<file path="src/rtl/dvsm_pkg.sv">
// Overview of operation
// A two-bit link field keeps left and right volumes separate (00) or makes right follow left (01).
// Left samples are scaled by an 8-bit code: 0 is +24 dB, 0x30 is 0 dB, each step is 0.5 dB less.
// Codes reach -103 dB at 0xfe, and code 0xff silences the channel fully.
// Right samples are scaled by their own code with the same coding and a 0 dB reset.
// Ramp-down updates happen every 1, 2 or 4 sample periods for rate codes 00, 01, 10; reset 00.
// Ramp-down rate code 11 mutes at once on a mute request.
// Each ramp-down update lowers the volume by 4, 2, 1 or 0.5 dB for step codes 00..11; reset 11.
// Ramp-up updates happen every 1, 2 or 4 sample periods for rate codes 00, 01, 10; reset 00.
// Ramp-up rate code 11 restores the programmed volume at once on unmute.
// Each ramp-up update raises the volume by 4, 2, 1 or 0.5 dB for step codes 00..11; reset 11.
// Ramp-down settings apply to mutes raised by the active-low pin or by the register bit.
// Ramp-up settings apply to unmutes raised by the active-low pin or by the register bit.
// A ramp stops exactly at its target; a last partial step never overshoots.
// Purpose: Constants, register map and helpers for the volume and soft-mute stage.
// Assumes: Registers sit on 32-bit words, byte address is four times the index.
// Notes:   Gain table covers one 6 dB octave in 0.5 dB steps.
package dvsm_pkg;

  localparam int SAMPLE_W = 24;
  localparam int CODE_W   = 8;

  // Register indices
  localparam logic [7:0] IDX_MUTE  = 8'h03;
  localparam logic [7:0] IDX_LINK  = 8'h3c;
  localparam logic [7:0] IDX_LEFT  = 8'h3d;
  localparam logic [7:0] IDX_RIGHT = 8'h3e;
  localparam logic [7:0] IDX_RAMP  = 8'h3f;
  localparam logic [7:0] IDX_STAT  = 8'h70;

  // Reset values
  localparam logic [1:0] LINK_RST = 2'h0;
  localparam logic [7:0] VOL_RST  = 8'h30;
  localparam logic [7:0] RAMP_RST = 8'h33;

  // Field positions
  localparam int LINK_W        = 2;
  localparam int FALL_RATE_LSB = 6;
  localparam int FALL_STEP_LSB = 4;
  localparam int RISE_RATE_LSB = 2;
  localparam int RISE_STEP_LSB = 0;
  localparam int MUTE_BIT      = 0;
  localparam int STAT_L_LSB    = 0;
  localparam int STAT_R_LSB    = 8;
  localparam int STAT_BUSY_BIT = 16;
  localparam int STAT_REQ_BIT  = 17;

  // Encodings
  localparam logic [1:0] LINK_FOLLOW = 2'h1;
  localparam logic [1:0] RATE_EVERY1 = 2'h0;
  localparam logic [1:0] RATE_EVERY2 = 2'h1;
  localparam logic [1:0] RATE_EVERY4 = 2'h2;
  localparam logic [1:0] RATE_INSTANT = 2'h3;
  localparam logic [7:0] CODE_MUTE   = 8'hff;
  localparam logic [7:0] STEP_4DB    = 8'h08;
  localparam logic [7:0] STEP_2DB    = 8'h04;
  localparam logic [7:0] STEP_1DB    = 8'h02;
  localparam logic [7:0] STEP_HALFDB = 8'h01;

  // Gain arithmetic: mantissa Q16, code 0 is 16x
  localparam logic [7:0] CODES_PER_OCT = 8'h0c;
  localparam int         MANT_FRAC_W   = 16;
  localparam int         HEADROOM_OCT  = 4;

  localparam logic [1:0] HTRANS_NONSEQ_BIT = 2'h2;
  localparam logic [31:0] HADDR_HI_MASK    = 32'hfffffc00;

  function automatic logic [16:0] gain_mant(input logic [3:0] k);
    case (k)
      4'h0:    gain_mant = 17'h10000;
      4'h1:    gain_mant = 17'h0f1a2;
      4'h2:    gain_mant = 17'h0e412;
      4'h3:    gain_mant = 17'h0d745;
      4'h4:    gain_mant = 17'h0cb30;
      4'h5:    gain_mant = 17'h0bfc9;
      4'h6:    gain_mant = 17'h0b505;
      4'h7:    gain_mant = 17'h0aadc;
      4'h8:    gain_mant = 17'h0a145;
      4'h9:    gain_mant = 17'h09838;
      4'ha:    gain_mant = 17'h08fad;
      4'hb:    gain_mant = 17'h0879c;
      default: gain_mant = 17'h10000;
    endcase
  endfunction

endpackage

</file>
<file path="src/rtl/dvsm_gain.sv">
// Purpose: Scales a stereo sample pair by two volume codes, one register stage.
// Assumes: Codes already resolved for linking and ramping.
// Notes:   Results saturate to the sample width.
`timescale 1ns/100ps
module dvsm_gain #(
  parameter int SAMPLE_W = dvsm_pkg::SAMPLE_W
) (
  input  wire logic                       clk_i,
  input  wire logic                       srst_i,
  input  wire logic                       valid_i,
  input  wire logic signed [SAMPLE_W-1:0] left_i,
  input  wire logic signed [SAMPLE_W-1:0] right_i,
  input  wire logic [dvsm_pkg::CODE_W-1:0] code_l_i,
  input  wire logic [dvsm_pkg::CODE_W-1:0] code_r_i,
  output logic                            valid_o,
  output logic signed [SAMPLE_W-1:0]      left_o,
  output logic signed [SAMPLE_W-1:0]      right_o
);
  import dvsm_pkg::*;

  localparam int PW    = SAMPLE_W + 18;
  localparam int MAX_S = 2**(SAMPLE_W-1) - 1;
  localparam int MIN_S = -(2**(SAMPLE_W-1));

  typedef struct packed {
    logic                       valid;
    logic signed [SAMPLE_W-1:0] left;
    logic signed [SAMPLE_W-1:0] right;
  } dvsm_gain_st_t;

  dvsm_gain_st_t s_q;
  dvsm_gain_st_t s_d;

  function automatic logic signed [SAMPLE_W-1:0] scale(
    input logic signed [SAMPLE_W-1:0] smp,
    input logic [CODE_W-1:0]          code
  );
    logic [7:0]           oct;
    logic [7:0]           frac;
    logic signed [PW-1:0] prod;
    logic signed [PW-1:0] shd;
    logic [5:0]           amt;
    oct  = code / CODES_PER_OCT;
    frac = code % CODES_PER_OCT;
    prod = PW'(smp) * PW'($signed({1'b0, gain_mant(frac[3:0])}));
    amt  = 6'(MANT_FRAC_W - HEADROOM_OCT) + oct[5:0];
    shd  = prod >>> amt;
    // full mute code
    if (code == CODE_MUTE) begin
      scale = '0;
    end else if (shd > PW'(MAX_S)) begin
      scale = SAMPLE_W'(MAX_S);
    end else if (shd < PW'(MIN_S)) begin
      scale = SAMPLE_W'(MIN_S);
    end else begin
      scale = shd[SAMPLE_W-1:0];
    end
  endfunction

  always_comb begin
    s_d       = s_q;
    s_d.valid = valid_i;
    if (valid_i) begin
      // left code scaling
      s_d.left  = scale(left_i, code_l_i);
      // right code scaling
      s_d.right = scale(right_i, code_r_i);
    end
  end

  always_ff @(posedge clk_i) begin
    if (srst_i) begin
      s_q <= '0;
    end else begin
      s_q <= s_d;
    end
  end

  assign valid_o = s_q.valid;
  assign left_o  = s_q.left;
  assign right_o = s_q.right;

endmodule

</file>
<file path="src/rtl/dvsm_top.sv">
// Purpose: Stereo digital volume with soft mute ramps and an AHB-Lite register slave.
// Assumes: One sample pair per SAMPLE_VALID_I pulse, on the same clock.
// Notes:   Zero wait state bus; reads see a write made in the cycle before.
//
// Implementation choice: register access over AHB-Lite.
`timescale 1ns/100ps
module dvsm_top #(
  parameter int SAMPLE_W = dvsm_pkg::SAMPLE_W
) (
  input  wire logic                       REF_CLK_I,
  input  wire logic                       SRST_I,
  input  wire logic                       HSEL_I,
  input  wire logic [31:0]                HADDR_I,
  input  wire logic [1:0]                 HTRANS_I,
  input  wire logic                       HWRITE_I,
  input  wire logic [2:0]                 HSIZE_I,
  input  wire logic [31:0]                HWDATA_I,
  input  wire logic                       HREADY_I,
  output logic [31:0]                     HRDATA_O,
  output logic                            HREADYOUT_O,
  output logic                            HRESP_O,
  input  wire logic                       SOFT_MUTE_N_PIN_I,
  input  wire logic                       SAMPLE_VALID_I,
  input  wire logic signed [SAMPLE_W-1:0] SAMPLE_L_I,
  input  wire logic signed [SAMPLE_W-1:0] SAMPLE_R_I,
  output logic                            SAMPLE_VALID_O,
  output logic signed [SAMPLE_W-1:0]      SAMPLE_L_O,
  output logic signed [SAMPLE_W-1:0]      SAMPLE_R_O,
  output logic                            RAMP_BUSY_O
);
  import dvsm_pkg::*;

  typedef struct packed {
    logic [LINK_W-1:0] channel_link_select;
    logic [CODE_W-1:0] left_gain_code;
    logic [CODE_W-1:0] right_gain_code;
    logic [CODE_W-1:0] ramp_cfg;
    logic              soft_mute_reg_bit;
    logic [CODE_W-1:0] cur_l;
    logic [CODE_W-1:0] cur_r;
    logic [1:0]        fs_phase;
    logic [2:0]        pin_sync;
    logic              pin_mute;
    logic              busy;
    logic              dp_write;
    logic              dp_hit;
    logic [7:0]        dp_idx;
    logic [31:0]       rdata;
    logic              readyout;
  } dvsm_state_t;

  dvsm_state_t s_q;
  dvsm_state_t s_d;

  logic                mute_req;
  logic [CODE_W-1:0]   tgt_l;
  logic [CODE_W-1:0]   tgt_r;
  logic                ap_take;
  logic [1:0]          fall_rate;
  logic [1:0]          fall_step;
  logic [1:0]          rise_rate;
  logic [1:0]          rise_step;

  function automatic logic update_due(input logic [1:0] rate, input logic [1:0] phase);
    case (rate)
      RATE_EVERY1: update_due = 1'b1;
      RATE_EVERY2: update_due = (phase[0] == 1'b0);
      RATE_EVERY4: update_due = (phase == 2'h0);
      default:     update_due = 1'b1;
    endcase
  endfunction

  function automatic logic [CODE_W-1:0] step_size(input logic [1:0] sel);
    case (sel)
      2'h0:    step_size = STEP_4DB;
      2'h1:    step_size = STEP_2DB;
      2'h2:    step_size = STEP_1DB;
      default: step_size = STEP_HALFDB;
    endcase
  endfunction

  // Word index of a bus address
  function automatic logic [7:0] addr_index(input logic [31:0] addr);
    addr_index = addr[9:2];
  endfunction

  // Address lands on a register word
  function automatic logic addr_hit(input logic [31:0] addr);
    addr_hit = ((addr & HADDR_HI_MASK) == '0) && (addr[1:0] == 2'h0);
  endfunction

  // Channel target, mute code while a mute is requested
  function automatic logic [CODE_W-1:0] mute_target(
    input logic              mute,
    input logic [CODE_W-1:0] prog
  );
    mute_target = mute ? CODE_MUTE : prog;
  endfunction

  // One ramp update of a channel toward its target
  function automatic logic [CODE_W-1:0] ramp_next(
    input logic [CODE_W-1:0] cur,
    input logic [CODE_W-1:0] tgt,
    input logic [1:0]        frate,
    input logic [1:0]        fstep,
    input logic [1:0]        rrate,
    input logic [1:0]        rstep,
    input logic [1:0]        phase,
    input logic              tick
  );
    logic [CODE_W-1:0] st;
    ramp_next = cur;
    if (cur < tgt) begin
      st = step_size(fstep);
      // instant mute
      if (frate == RATE_INSTANT) begin
        ramp_next = tgt;
      // fall update rate
      end else if (tick && update_due(frate, phase)) begin
        // fall step, R13 clamp at target
        if ((tgt - cur) <= st) begin
          ramp_next = tgt;
        end else begin
          ramp_next = cur + st;
        end
      end
    end else if (cur > tgt) begin
      st = step_size(rstep);
      // instant unmute
      if (rrate == RATE_INSTANT) begin
        ramp_next = tgt;
      // rise update rate
      end else if (tick && update_due(rrate, phase)) begin
        // rise step, R13 clamp at target
        if ((cur - tgt) <= st) begin
          ramp_next = tgt;
        end else begin
          ramp_next = cur - st;
        end
      end
    end
  endfunction

  function automatic logic [31:0] reg_read(input dvsm_state_t s, input logic [7:0] idx);
    reg_read = '0;
    case (idx)
      IDX_MUTE:  reg_read[MUTE_BIT] = s.soft_mute_reg_bit;
      IDX_LINK:  reg_read[LINK_W-1:0] = s.channel_link_select;
      IDX_LEFT:  reg_read[CODE_W-1:0] = s.left_gain_code;
      IDX_RIGHT: reg_read[CODE_W-1:0] = s.right_gain_code;
      IDX_RAMP:  reg_read[CODE_W-1:0] = s.ramp_cfg;
      IDX_STAT: begin
        reg_read[STAT_L_LSB +: CODE_W] = s.cur_l;
        reg_read[STAT_R_LSB +: CODE_W] = s.cur_r;
        reg_read[STAT_BUSY_BIT]        = s.busy;
        reg_read[STAT_REQ_BIT]         = s.pin_mute | s.soft_mute_reg_bit;
      end
      default:   reg_read = '0;
    endcase
  endfunction

  always_comb begin
    s_d = s_q;

    // Pin synchroniser: change taken when stages two and three agree
    s_d.pin_sync = {s_q.pin_sync[1:0], SOFT_MUTE_N_PIN_I};
    if (s_q.pin_sync[1] == s_q.pin_sync[2]) begin
      s_d.pin_mute = ~s_q.pin_sync[2];
    end

    // Bus data phase: register write
    if (s_q.dp_write && s_q.dp_hit) begin
      case (s_q.dp_idx)
        IDX_MUTE:  s_d.soft_mute_reg_bit = HWDATA_I[MUTE_BIT];
        IDX_LINK:  s_d.channel_link_select = HWDATA_I[LINK_W-1:0];
        IDX_LEFT:  s_d.left_gain_code = HWDATA_I[CODE_W-1:0];
        IDX_RIGHT: s_d.right_gain_code = HWDATA_I[CODE_W-1:0];
        IDX_RAMP:  s_d.ramp_cfg = HWDATA_I[CODE_W-1:0];
        default:   s_d.dp_hit = 1'b0;
      endcase
    end

    // Bus address phase
    ap_take = HSEL_I && HTRANS_I[1] && HREADY_I;
    if (ap_take) begin
      s_d.dp_write = HWRITE_I;
      s_d.dp_hit   = addr_hit(HADDR_I);
      s_d.dp_idx   = addr_index(HADDR_I);
      if (!HWRITE_I) begin
        s_d.rdata = s_d.dp_hit ? reg_read(s_d, addr_index(HADDR_I)) : '0;
      end
    end else begin
      s_d.dp_write = 1'b0;
      s_d.dp_hit   = 1'b0;
    end
    s_d.readyout = 1'b1;

    // either source raises a mute
    mute_req = s_q.pin_mute | s_q.soft_mute_reg_bit;

    tgt_l = mute_target(mute_req, s_q.left_gain_code);
    // right follows left when linked
    if (s_q.channel_link_select == LINK_FOLLOW) begin
      tgt_r = tgt_l;
    end else begin
      tgt_r = mute_target(mute_req, s_q.right_gain_code);
    end

    fall_rate = s_q.ramp_cfg[FALL_RATE_LSB +: 2];
    fall_step = s_q.ramp_cfg[FALL_STEP_LSB +: 2];
    rise_rate = s_q.ramp_cfg[RISE_RATE_LSB +: 2];
    rise_step = s_q.ramp_cfg[RISE_STEP_LSB +: 2];

    s_d.cur_l = ramp_next(s_q.cur_l, tgt_l, fall_rate, fall_step, rise_rate,
                          rise_step, s_q.fs_phase, SAMPLE_VALID_I);
    s_d.cur_r = ramp_next(s_q.cur_r, tgt_r, fall_rate, fall_step, rise_rate,
                          rise_step, s_q.fs_phase, SAMPLE_VALID_I);
    if (SAMPLE_VALID_I) begin
      s_d.fs_phase = s_q.fs_phase + 2'h1;
    end
    s_d.busy = (s_d.cur_l != tgt_l) || (s_d.cur_r != tgt_r);
  end

  always_ff @(posedge REF_CLK_I) begin
    if (SRST_I) begin
      s_q                     <= '0;
      s_q.channel_link_select <= LINK_RST;
      // reset to 0 dB
      s_q.left_gain_code      <= VOL_RST;
      s_q.right_gain_code     <= VOL_RST;
      s_q.cur_l               <= VOL_RST;
      s_q.cur_r               <= VOL_RST;
      s_q.ramp_cfg            <= RAMP_RST;
      s_q.pin_sync            <= '1;
      s_q.readyout            <= 1'b1;
    end else begin
      s_q <= s_d;
    end
  end

  dvsm_gain #(
    .SAMPLE_W (SAMPLE_W)
  ) u_gain (
    .clk_i    (REF_CLK_I),
    .srst_i   (SRST_I),
    .valid_i  (SAMPLE_VALID_I),
    .left_i   (SAMPLE_L_I),
    .right_i  (SAMPLE_R_I),
    .code_l_i (s_q.cur_l),
    .code_r_i (s_q.cur_r),
    .valid_o  (SAMPLE_VALID_O),
    .left_o   (SAMPLE_L_O),
    .right_o  (SAMPLE_R_O)
  );

  assign HRDATA_O    = s_q.rdata;
  assign HREADYOUT_O = s_q.readyout;
  assign HRESP_O     = 1'b0;
  assign RAMP_BUSY_O = s_q.busy;

endmodule

</file>
<file path="config.mk">
export PLATFORM = sky130hd
export DESIGN_NAME = dvsm_top
export DESIGN_NICKNAME = d
export VERILOG_FILES = /design/src/rtl/dvsm_pkg.sv /design/src/rtl/dvsm_gain.sv /design/src/rtl/dvsm_top.sv
export SDC_FILE = /design/constraint.sdc
export NUM_CORES = 2
export LEC_CHECK = 0
export BUFFER_PORTS_ARGS = -buffer_cell sky130_fd_sc_hd__buf_2
export CORE_MARGIN = 2
export CORE_UTILIZATION = 60
export CTS_CLUSTER_DIAMETER = 30
export CTS_CLUSTER_SIZE = 24
export DETAILED_ROUTE_END_ITERATION = 10
export PLACE_DENSITY = 0.81
export SETUP_SLACK_MARGIN = 0.02
export SLEW_MARGIN = 20
export SYNTH_ARGS = -nofsm -noshare
export SYNTH_HDL_FRONTEND = slang
export SYNTH_SLANG_ARGS = --single-unit
</file>
<file path="constraint.sdc">
create_clock -name REF_CLK_I -period 12.4 [get_ports REF_CLK_I]
set_input_delay 1.86 -clock REF_CLK_I [delete_from_list [all_inputs] [get_ports REF_CLK_I]]
set_output_delay 1.86 -clock REF_CLK_I [all_outputs]
set_load 0.02 [all_outputs]
</file>
# == Word-level counts from Yosys, hierarchy flattened ==
# Memories as Yosys holds them, arrays and structs flattened.
# Cells that the tools add are included.
# op_classes
n_addsub,11
mul,2
n_div,4
order_cmp,12
eq_ne,27
shift,2
muxes,57
bitwise,6
n_reduce_logical,16
# op_table
op,count
two-way mux 8 bit,28
two-way mux 24 bit,6
greater-than comparator 42 x 24 -> 1 bit (second input constant),2
< comparator 42 x 24 -> 1 bit (second input constant),2
multiplier 24 x 18 -> 42 bit,2
>>> shifter 42 x 6 -> 42 bit,2
equality test 8 x 6 -> 1 bit (second input constant),8
subtractor 8 bit,6
two-way mux 17 bit,2
less-or-equal comparator 8 bit,4
zero test 32 bit,1
two-way mux 27 bit,1
case mux 4 bit (3 select lines),2
case mux 6 bit (4 select lines),1
two-way mux 18 bit,1
adder 8 bit,2
divider 8 x 4 -> 8 bit (second input constant),2
equality test 8 x 2 -> 1 bit (second input constant),2
equality test 8 bit (second input constant),2
greater-than comparator 8 bit,2
< comparator 8 bit,2
modulo 8 x 4 -> 8 bit (second input constant),2
!= test 8 bit,2
adder 4 x 6 -> 6 bit (first input constant),2
18 further kinds,51
# totals
register_bits,142
rom_bits,544
input_bits,124
out_inout_bits,84
elab_cells,158
memories,2
# mem_list
name,depth,word_bits,rd,rd_clocked_by_memory_dff,wr,line_no,rtl
(no name shown),16,17,1,0,0,dvsm_pkg.sv:69,case (k)
(no name shown),16,17,1,0,0,dvsm_pkg.sv:69,

# == Depth between registers and ports, before layout ==
# depth
word_depth,14
mapped_depth,45
depth_no_buf,38

# == Modules after synthesis ==
# From an unflattened synthesis, not the netlist that was laid out.
# unflattened
hier_cells,6016
area_unflattened_um2,48078.6
# modules_own_cells
mod,instances,cells_each,area_per_inst_um2,seq_area_each_um2
dvsm_gain,1,4931,40085.9,980.9
dvsm_top,1,1085,7992.7,1561.5

# == Worst setup path before layout ==
# No wires, ideal clock.
# synth_path
kind,reg-to-reg
start,register s_q[63] in the netlist's numbering
end,"register u_gain.s_q, in the netlist u_gain.left_o[17]"
setup_time_ns,0.120
t_arrival_ns,10.158
required_ns,12.280
setup_slack_ns,2.122
path_stages_with_launch,37
path_buffers,7
synth_period_minus_slack_ns,10.278
path_cell_list,dfxtp_1 > clkbuf_1 > clkbuf_1 > buf_1 > a211oi_1 > a2111oi_2 > clkbuf_1 > a21oi_1 > o21ai_0 > clkbuf_1 > nand2_1 > fa_1 > fa_1 > inv_1 > fa_1 > inv_1 > fa_1 > fa_1 > inv_1 > fa_1 > ha_1 > clkbuf_1 > nand4_1 > nor4_2 > o31ai_4 > a21oi_2 > o21ai_0 > a31oi_1 > a21oi_1 > o21ai_2 > o2111ai_1 > nor4b_1 > nand2_1 > o41ai_2 > a21oi_1 > buf_2 > a211o_1
# synth_between
elab_chain_cells,9
elab_cells_between_ends,13
cone_classes,add/sub (1); mul (1); div (2); order compare (2); eq/ne (1); shift (1); mux (4); memory (1)
# synth_rtl
element,line_no,rtl
"start, declared",dvsm_top.sv:52,dvsm_state_t s_q;
modulo 8 x 4 -> 8 bit,dvsm_gain.sv:44,frac = code % CODES_PER_OCT;
memory (16 x 17 bit),-,
two-way mux 17 bit,dvsm_gain.sv:63,if (valid_i) begin
multiplier 24 x 18 -> 42 bit,dvsm_gain.sv:45,"prod = PW'(smp) * PW'($signed({1'b0, gain_mant(frac[3:0])}));"
>>> shifter 42 x 6 -> 42 bit,dvsm_gain.sv:47,shd = prod >>> amt;
< comparator 42 x 24 -> 1 bit,dvsm_gain.sv:53,end else if (shd < PW'(MIN_S)) begin
two-way mux 24 bit,dvsm_gain.sv:53,
two-way mux 24 bit,dvsm_gain.sv:51,end else if (shd > PW'(MAX_S)) begin
two-way mux 24 bit *,dvsm_gain.sv:49,if (code == CODE_MUTE) begin
"end signal, assigned",dvsm_gain.sv:73,s_q <= '0;
"end signal, assigned",dvsm_gain.sv:75,s_q <= s_d;
"end, declared",dvsm_gain.sv:31,dvsm_gain_st_t s_q;
# Every way passes the cells marked *; elsewhere a longest branch is shown, timed or not. The select of a mux whose other input is x is not followed.
# A chain may end at the register's enable or synchronous reset.

# == Worst setup path in the final report ==
# layout_path
start,register s_q[60] in the netlist's numbering
end,"register u_gain.s_q, in the netlist u_gain.left_o[5]"
# The elaborated chain is that of the path after synthesis.

==> results by group <==
Clock network
  – Postcts setup bufs: 0
  – Clk_lat worst skew: 0.44 ns
  – Clk slew on worst S/H paths: roughly 0.07 ns
  – Cts hold-fix bufs: 0
  – Sink Count: around 130
  – Root Buffer Master: clkbuf_16
  – Clk buf depth: 2
  – TritonCTS Buffers: 17
  – Clock H-tree levels: 4
  – CTS tree: built

Synth
  – Synth top area share: 0.338
  – Complex-gate fraction of the synthesized area: 0.159
  – YS warnings: 0
  – Ys flop type: dfxtp_1
  – Most common cell in the netlist: inv_1
  – Sequential area share after synthesis: 0.0529
  – Post-Synth Simple-Gate Area: 0.208
  – Post-synthesis mux area share: 0.0333
  – Fraction of registers with async set/reset: 0
  – Post-synth top cells: 998 x inv_1, 810 x fa_1, 748 x nand2_1
  – Synth Cell Area: 48000 um^2
  – Synth Area in Adders: 0.414
  – Synth top area cells: fa_1 34%, inv_1 7.8%, ha_1 7.6%
  – Largest family of logic cells by synthesized area: adder cells
  – Post-synth top area cell: fa_1
  – Post-Synthesis Cells: 6022
  – EDFF count, synth: 0
  – Mean Syn Cell Area: 7.98 um^2
  – Xor/xnor cell area share of the yosys netlist: 0.0182
  – Synthesized flop and latch total: 127
  – Yosys cell types: 131

Final layout
  – Fillcell total: between 6000 and 7000
  – Footprint of the multi-input gates: roughly 40000 um^2
  – Layout Nets: 7157
  – Fin util: 0.631
  – Synth-to-layout area growth: 3.99%
  – Sequential standard cell area: 2540 um^2
  – Finished Cell Area: 50000 um^2
  – Share of cells above drive strength 1: 0.0755

STA
  – Unrepaired setup endpoints after global routing: no
  – Setup TNS: 0 ns
  – Worst Tran Pin Value: 1.10 ns
  – Final-report hold violation count: 0
  – FMAX: roughly 86 MHz
  – Period utilization: 0.940
  – Final setup vio count: 0
  – Fin worst setup slack: 0.742 ns
  – Max-slew violations: 0
  – Final Skew: 0.0192 ns
  – Clock period minus worst slack: between 10 and 15 ns
  – Slew HR: 0.265

Floorplan
  – Die area: 82300 um^2
  – Core area: 79100 um^2
  – Die H: between 200 and 300 um
  – Num rows: 103
  – Starting Density: 0.607
  – Die Width: between 200 and 300 um
  – # IOs: 208

Worst setup path
  – Top cell by count, worst path: fa_1
  – Critical Path AT: 11.98 ns
  – Slowest stage delay, CP: 0.70 ns
  – Max FO, Critical Path: 18
  – Slowest-stage cell, CP: dfxtp_1
  – Worst setup EP type: flop
  – Crit Path Class: flop to flop
  – Worst Setup Start Kind: flop
  – Critical Path RT: 12.72 ns

Global route
  – Antenna violations before repair: 2
  – Vias in the first global route: 43400
  – First-pass GRT wire length: 221 mm
  – All-Layer GR Usage: 0.328
  – Global route overflow: 0
  – Largest net degree at the start of global routing: 64

Place
  – Gpl congestion: roughly 0.97
  – Placed instance area: between 40000 and 50000 um^2
  – IO Port Bufs: 163
  – Post-Place Worst Slack: 0.579 ns
  – Dpl hpwl: 105 mm

Status
  – Outcome: finished, violations left
  – Failing checks: design-rule violations

Min path
  – Hold WC Path Type: flop to flop

Run
  – Max-Cap Viols: 0

Detailed routing
  – DRT Wirelength: roughly 130 mm
  – DRT iter0 DRCs: 3887
  – 1st-pass router iterations: 11
  – Drt wl/cell: 18.9 um
  – Via-per-instance ratio: about 6.1
  – Via count: 42700
  – Final ANT Viol Nets: 0
  – DRC: 2
-- registers in the layout (all words and copies together), names as in the netlist --
signal	count
HRDATA_O	18
s_d	2
fall_rate	2
s_q	49
u_gain.right_o	24
rise_rate	2
RAMP_BUSY_O	1
u_gain.valid_o	1
fall_step	2
rise_step	2
u_gain.left_o	24
-- placed cells by master (no fill, tap or decap), types with 55 or more instances in the layout --
master,count
nand3_1,104
and3_1,80
inv_1,998
nor2_1,325
and2_1,398
a21oi_1,289
a21o_1,55
dfxtp_1,126
a211oi_1,57
buf_4,100
buf_2,162
o21ai_0,213
xnor2_1,65
nand2_1,748
nor3_1,84
fa_1,810
ha_1,289
mux2i_1,124
-- per-stage QoR --
step / hold slack, ns / std cells
2_1_floorplan: 0.389 / 6036
3_3_place_gp: 0.396 / 6961
3_5_place_dp: 0.393 / 6961
4_1_cts: 0.408 / 6993
5_1_grt: 0.432 / 6997
6_report: 0.408 / 7000
-- cell families (layout without fill, tap and decap cells) --
| kind of cell | count (synthesis) | after routing |
|---|---|---|
| XOR/XNOR | 98 | 98 |
| other | 2 | 21 |
| AO/OA/AOI/OAI | 1124 | 1124 |
| AND/OR/NAND/NOR | 2028 | 2028 |
| buffers and inverters | 1388 | 1297 |
| multiplexers | 153 | 153 |
| flip-flops | 127 | 127 |
| adder cells (fa/ha/maj) | 1102 | 1102 |
-- timing repair --
item                       in CTS  in global routing
hold endpoints to repair        0                  0
setup endpoints to repair       0                 32
gates resized for setup         0                  5
-- layer usage --
metal	wire (um)	part of all wire	track usage	vias up
li1	-	-	-	19400
met1	53100	0.40	0.432	21100
met2	64600	0.49	0.563	1941
met3	9940	0.075	0.0381	356
met4	4670	0.035	0.108	0
met5	0	0	0	-
-- worst paths after layout --
path                            cells after the start  slack (ns)          endpoint  startpoint
worst max-delay path                               37        0.74  u_gain.left_o[5]     s_q[60]
worst min-delay path                                1        0.41           s_d[47]     s_d[46]
worst max register to register                     37        0.74  u_gain.left_o[5]     s_q[60]
worst min register to register                      1        0.41           s_d[47]     s_d[46]
-- worst max-delay path: cells and delay by family (launching register included) --
family | cells | cell delay, ns
flip-flops | 1 | 0.70
adder cells (fa/ha/maj) | 7 | 3.51
multiplexers | 1 | 0.08
AND/OR/NAND/NOR | 7 | 2.01
AO/OA/AOI/OAI | 13 | 3.70
buffers and inverters | 9 | 1.50
-- cell type report --
class	count	area share
multi-input cells	4521	0.804
inverters	1002	0.0753
flip-flops and latches	127	0.0509
repair buffers	263	0.0314
well taps	1050	0.0263
clock buffers	20	0.00894
clock inverters	12	0.00250
diodes	5	0.000250
Power is left out: the tool's default activity adds up to more than one toggle a clock period on the data nets, which glitch-free logic cannot reach.
